--- src/verilog/counter_array_pkg.sv ---
// Constants shared by the counter array eight-bit PWM block
package counter_array_pkg;
    // Register offsets on the special function register port
    localparam logic [7:0] COUNTER_LOW_OFS = 8'hf9;
    localparam logic [7:0] COUNTER_HIGH_OFS = 8'hfa;
    // Values after reset
    localparam logic [7:0] COUNTER_BYTE_RST = 8'h00;
    localparam logic [7:0] COMPARE_RST = 8'h00;
    localparam logic [7:0] READ_DATA_RST = 8'h00;
    // Cycle length select code for eight-bit PWM
    localparam logic [2:0] CYCLE_LENGTH_SELECT_8BIT = 3'h0;
    // Low byte limits: wrap happens on the step from top to bottom
    localparam logic [7:0] LOW_BYTE_TOP = 8'hff;
    localparam logic [7:0] LOW_BYTE_BOTTOM = 8'h00;
    // Counter clock ticks in one PWM period
    localparam int PWM_PERIOD_TICKS = 256;
    // Counter width
    localparam int COUNTER_WIDTH = 16;
endpackage

--- src/verilog/counter_array_count16.sv ---
// Sixteen-bit counter of the counter array with byte loads
`timescale 1ns/1ps
`default_nettype none
module counter_array_count16 #(
    parameter int WIDTH = counter_array_pkg::COUNTER_WIDTH
) (
    // Clock, reset and enable
    input wire logic ref_clk,
    input wire logic rst,
    input wire logic ce,
    // Control
    input wire logic step,
    input wire logic load_low,
    input wire logic load_high,
    input wire logic [7:0] load_data,
    // Count value
    output logic [WIDTH-1:0] count_reg
);
    import counter_array_pkg::*;

    // Next count: software loads take priority over the tick
    logic [WIDTH-1:0] count_next;
    assign count_next = load_low ? {count_reg[WIDTH-1:8], load_data} :
                        load_high ? {load_data, count_reg[7:0]} :
                        step ? count_reg + 1'b1 : count_reg;

    ////////////////////////////////////////////////////////////////////////
    // Counter register; low byte carries into the high byte
    always_ff @(posedge ref_clk or posedge rst) begin
        if (rst) begin
            count_reg <= '0;
        end else if (ce) begin
            count_reg <= count_next;
        end
    end
endmodule
`default_nettype wire

--- src/verilog/counter_array_pwm8.sv ---
// One capture/compare module of the counter array in eight-bit PWM mode
// Operation
// - Output goes high on low byte compare match
// - Output goes low on low byte overflow unless compare high is zero
// - Wrap reloads compare low from compare high
// - PWM mode needs both enables, select 000b
// - Match sets event flag when match enabled
// - Each low byte overflow sets overflow flag
// - Low write clears, high write sets comparator
// - High fraction is (256 minus compare high)/256
// - Comparator disabled gives zero percent duty
// - Watchdog enable blocks counter byte writes
// - High byte read returns low-read snapshot
// - Counter sixteen bits, low and high bytes
`timescale 1ns/1ps
`default_nettype none
module counter_array_pwm8 (
    // Clock, reset and enable
    input wire logic ref_clk,
    input wire logic rst,
    input wire logic ce,
    // Special function register port
    input wire logic [7:0] sfr_addr,
    input wire logic sfr_wr,
    input wire logic sfr_rd,
    input wire logic [7:0] sfr_wdata,
    output logic [7:0] sfr_rdata,
    // Compare register write strobes, data on sfr_wdata
    input wire logic compare_low_wr,
    input wire logic compare_high_wr,
    // Loose configuration bits
    input wire logic pwm_enable,
    input wire logic match_flag_enable,
    input wire logic [2:0] cycle_length_select,
    input wire logic watchdog_enable,
    input wire logic counter_run,
    input wire logic count_tick,
    // Flag clears, one-cycle pulses
    input wire logic event_flag_clr,
    input wire logic overflow_flag_clr,
    // Status and pin
    output logic comparator_enable,
    output logic module_event_flag,
    output logic cycle_overflow_flag,
    output logic [7:0] compare_low,
    output logic [7:0] compare_high,
    output logic module_output_pin
);
    import counter_array_pkg::*;

    ////////////////////////////////////////////////////////////////////////
    // State
    logic [COUNTER_WIDTH-1:0] count_reg; // Live counter
    logic [7:0] compare_low_reg; // Active compare value
    logic [7:0] compare_high_reg; // Staged compare value
    logic comparator_enable_reg; // Comparator enable
    logic event_flag_reg; // Sticky match flag
    logic overflow_flag_reg; // Sticky overflow flag
    logic [7:0] snapshot_reg; // High byte as seen at last low read
    logic [7:0] rdata_reg; // Registered read data
    logic pin_reg; // Output pin

    ////////////////////////////////////////////////////////////////////////
    // Decode
    wire [7:0] low_byte = count_reg[7:0];
    wire [7:0] high_byte = count_reg[15:8];
    wire sel_low = (sfr_addr == COUNTER_LOW_OFS);
    wire sel_high = (sfr_addr == COUNTER_HIGH_OFS);
    // Writes are dropped while the watchdog owns the counter
    wire load_low = sfr_wr & sel_low & ~watchdog_enable;
    wire load_high = sfr_wr & sel_high & ~watchdog_enable;
    // A software load replaces the tick in that cycle
    wire step = counter_run & count_tick & ~load_low & ~load_high;
    wire wrap = step & (low_byte == LOW_BYTE_TOP);
    wire [7:0] low_after = low_byte + 8'h01;
    // Mode entry
    wire pwm8_active = comparator_enable_reg & pwm_enable &
                       (cycle_length_select == CYCLE_LENGTH_SELECT_8BIT);
    // On the wrap the comparison uses the value being reloaded, so a
    // compare high of zero keeps the pin high for the whole period
    wire [7:0] compare_eff = wrap ? compare_high_reg : compare_low_reg;
    wire match_hit = pwm8_active & step & (low_after == compare_eff);

    ////////////////////////////////////////////////////////////////////////
    // Counter
    counter_array_count16 #(
        .WIDTH(COUNTER_WIDTH)
    ) u_count (
        .ref_clk(ref_clk),
        .rst(rst),
        .ce(ce),
        .step(step),
        .load_low(load_low),
        .load_high(load_high),
        .load_data(sfr_wdata),
        .count_reg(count_reg)
    );

    ////////////////////////////////////////////////////////////////////////
    // Compare registers and comparator enable; software writes win over
    // the reload, and the low-then-high order leaves the enable set
    always_ff @(posedge ref_clk or posedge rst) begin
        if (rst) begin
            compare_low_reg <= COMPARE_RST;
            compare_high_reg <= COMPARE_RST;
            comparator_enable_reg <= 1'b0;
        end else if (ce) begin
            if (compare_low_wr) begin
                compare_low_reg <= sfr_wdata;
                comparator_enable_reg <= 1'b0;
            end else if (wrap) begin
                compare_low_reg <= compare_high_reg;
            end
            if (compare_high_wr) begin
                compare_high_reg <= sfr_wdata;
                comparator_enable_reg <= 1'b1;
            end
        end
    end

    ////////////////////////////////////////////////////////////////////////
    // Output pin: match raises, overflow lowers, disabled holds low
    always_ff @(posedge ref_clk or posedge rst) begin
        if (rst) begin
            pin_reg <= 1'b0;
        end else if (ce) begin
            if (!pwm8_active) begin
                pin_reg <= 1'b0;
            end else if (match_hit) begin
                pin_reg <= 1'b1;
            end else if (wrap) begin
                pin_reg <= 1'b0;
            end
        end
    end

    ////////////////////////////////////////////////////////////////////////
    // Sticky flags; a set in the clear cycle wins so no event is lost
    always_ff @(posedge ref_clk or posedge rst) begin
        if (rst) begin
            event_flag_reg <= 1'b0;
            overflow_flag_reg <= 1'b0;
        end else if (ce) begin
            if (match_hit & match_flag_enable) begin
                event_flag_reg <= 1'b1;
            end else if (event_flag_clr) begin
                event_flag_reg <= 1'b0;
            end
            if (wrap) begin
                overflow_flag_reg <= 1'b1;
            end else if (overflow_flag_clr) begin
                overflow_flag_reg <= 1'b0;
            end
        end
    end

    ////////////////////////////////////////////////////////////////////////
    // Snapshot and read data; high reads never see a torn count
    always_ff @(posedge ref_clk or posedge rst) begin
        if (rst) begin
            snapshot_reg <= COUNTER_BYTE_RST;
            rdata_reg <= READ_DATA_RST;
        end else if (ce) begin
            if (sfr_rd & sel_low) begin
                snapshot_reg <= high_byte;
            end
            if (sfr_rd) begin
                // Unmapped addresses read as zero
                rdata_reg <= sel_low ? low_byte :
                             sel_high ? snapshot_reg : READ_DATA_RST;
            end
        end
    end

    // Outputs, all from flip-flops
    assign sfr_rdata = rdata_reg;
    assign comparator_enable = comparator_enable_reg;
    assign module_event_flag = event_flag_reg;
    assign cycle_overflow_flag = overflow_flag_reg;
    assign compare_low = compare_low_reg;
    assign compare_high = compare_high_reg;
    assign module_output_pin = pin_reg;
endmodule
`default_nettype wire
--- config.mk ---
export PLATFORM = sky130hd
export DESIGN_NAME = counter_array_pwm8
export DESIGN_NICKNAME = d
export VERILOG_FILES = /design/src/verilog/counter_array_pkg.sv /design/src/verilog/counter_array_count16.sv /design/src/verilog/counter_array_pwm8.sv
export SDC_FILE = /design/constraint.sdc
export NUM_CORES = 1
export LEC_CHECK = 0
export BUFFER_PORTS_ARGS = -buffer_cell sky130_fd_sc_hd__buf_4
export CELL_PAD_IN_SITES_DETAIL_PLACEMENT = 0
export CELL_PAD_IN_SITES_GLOBAL_PLACEMENT = 1
export CORE_MARGIN = 2
export CORE_UTILIZATION = 45
export CTS_CLUSTER_SIZE = 25
export DETAILED_ROUTE_END_ITERATION = 7
export GPL_TIMING_DRIVEN = 0
export HOLD_SLACK_MARGIN = 0.02
export PLACE_DENSITY = 0.87
export SKIP_CTS_REPAIR_TIMING = 1
export SYNTH_ARGS = -nofsm -noshare
export SYNTH_HDL_FRONTEND = slang
export SYNTH_HIERARCHICAL = 1
export SYNTH_SLANG_ARGS = --single-unit
--- constraint.sdc ---
create_clock -name ref_clk -period 6.2 [get_ports ref_clk]
set_input_delay 0.62 -clock ref_clk [delete_from_list [all_inputs] [get_ports ref_clk]]
set_output_delay 0.62 -clock ref_clk [all_outputs]
set_load 0.005 [all_outputs]
==> out/metrics.csv <==
metric;value;unit
slowest_delay;670;ps
syn_area;0.00318;mm2
cp_cell_sequence;buf_4 -> nand2b_1 -> or2_2 -> nor4b_1 -> buf_2 -> nor2_1 -> nor3_1 -> o22ai_1 -> a311oi_1;
slowest_stage;nor4b_1;
clock-sinks;52;
port_buffers;60;
antenna_left;0;
drive_gt1_frac;0.251;
critPathLaunchType;input port;
grt_max_degree;37;
finalSetupViolCount;0;
layout_common_cells;62 x buf_4, 52 x dfrtp_1, 32 x nand2_1;
hold_class;in2async;
fmax;332;MHz
routedWlPerCell;17.9;um
diodes;0;
synth_edf_count;0;
fin_skew;7.67;ps
clock-root-buffer;clkbuf_8;
critical_path_arrival;3230;ps
peakVddDrop;0.163;mV
power.leakage;1.58;nW
dp_hpwl;6680;um
core;0.00679;mm2
drt_iter0_markers;180;
syn2layout_area_growth;21.0;%
vias_per_cell;5.92;
largest_reg_flops;16;
yosysWarnings;6;
final_common_cell;buf_4;
nets;448;
dr_total_vias;3017;
slew_headroom;0.440;
syn_nets;381;
drv_cap;0;
synth-async-reset-ratio;1.00;
crit_type;in2reg;
grt_antenna_before_repair;0;
path_max_fanout;10;
rsz0062_at_grt;no;
cts_buffer_depth;2;
syn_inst;346;
synth_seq_cells;52;
power-per-cell-area;220;mW/mm2
reg2reg_slack;3250;ps
ys.flop_type;dfrtp_1;
cts_tree;done;
grt_pass1_wl;14600;um
clock_latency;310;ps
chipWidth;88.0;um
status;finished, final reports clean;
worst_slack;3190;ps
hold_ws;406;ps
grt_usage;0.246;
grt_pass1_vias;2841;
crit_path_end_kind;flip-flop;
rows;30;
firstDrtPassIters;5;
worst_pin_slew;839;ps
remaining_drc_errors;0;
ios;61;
gp_congestion;0.851;
min_period;3010;ps
fin_setup_tns;0;ps
slew_viol_final;0;
cts_buffers;5;
dieHeight;88.0;um
htree_levels;2;
yosysSeqAreaShare;0.410;
post_synth_num_cell_types;71;
dp_worst_setup_slack;2970;ps
synth_area_per_cell;9.18;um2
finalWirelength;9130;um
period_share;0.486;
clk_pin_slew;100;ps
required;6420;ps
grt.overflow.total;0;
finalHoldViolations;0;
start_util;0.467;
dieArea;0.00774;mm2
## path summary, 6_finish.rpt
kind / startpoint / to / depth (start not counted)
hold reg to reg: sfr_rdata[1] / sfr_rdata[1] / 2
min in group ref_clk: sfr_rdata[1] / sfr_rdata[1] / 2
setup reg to reg: u_count/count_reg[0] / compare_low[0] / 7
max in group asynchronous: rst / compare_high[2] / 2
hold / removal: rst / u_count/count_reg[9] / 2
setup / recovery: sfr_addr[2] / u_count/count_reg[14] / 9
## worst max-delay path, delay by kind of cell
kind                   cells  cell delay (ps)
buffers and inverters      2              420
AO/OA/AOI/OAI              2              380
AND/OR/NAND/NOR            5             1810
## cells in the mapped netlist, types with 7 or more instances
cell type	count	share of area
dfrtp_1	52	0.41
nand2_1	32	0.038
o21ai_0	27	0.043
a21oi_1	21	0.033
nand3_1	16	0.025
nor2_1	15	0.018
nor3_1	14	0.022
mux2_2	13	0.046
a22oi_1	10	0.024
inv_1	8	0.0095
xnor2_1	8	0.022
clkbuf_1	7	0.0083
## power breakdown
| part | leakage [nW] | internal (mW) | switching (mW) |
|---|---|---|---|
| Combinational | 0.879 | 0.107 | 0.109 |
| Sequential | 0.660 | 0.366 | 0.0597 |
| Clock | 0.0434 | 0.0906 | 0.116 |
| Total | 1.58 | 0.564 | 0.284 |
## per-layer routing
layer / GRT usage / share of wire / wire length, um / vias up
li1: - / - / - / 1432
met1: 0.371 / 0.47 / 4250 / 1459
met2: 0.363 / 0.45 / 4110 / 115
met3: 0.0452 / 0.068 / 621 / 11
met4: 0.0671 / 0.017 / 151 / 0
met5: 0 / 0 / 0 / -
## per-stage QoR
stage,std cells,instance area [um2],utilization,power (mW)
after floorplan,346,3180,-,0.545
after global placement,502,3750,0.551,0.641
after detailed placement,502,3750,0.551,0.645
after CTS,510,3840,0.566,0.849
after global routing,510,3840,0.566,0.895
final,510,3840,0.566,0.848
## final cells by class
type                    count  area [um2]
well taps                  96         120
flip-flops and latches     52        1300
fillers                   634        2950
multi-input cells         271        1770
inverters                   9        33.8
repair buffers             60         450
clock buffers               6        82.6
clock inverters             2        15.0
plain buffers              14        66.3
## cells by family after synthesis
family,synth area share
simple gates,0.240
buf+inv,0.0315
fa+ha+maj,0.00788
mux,0.0630
flops,0.410
xor+xnor,0.0248
compound gates,0.223
(Power assumes the default switching activity.)
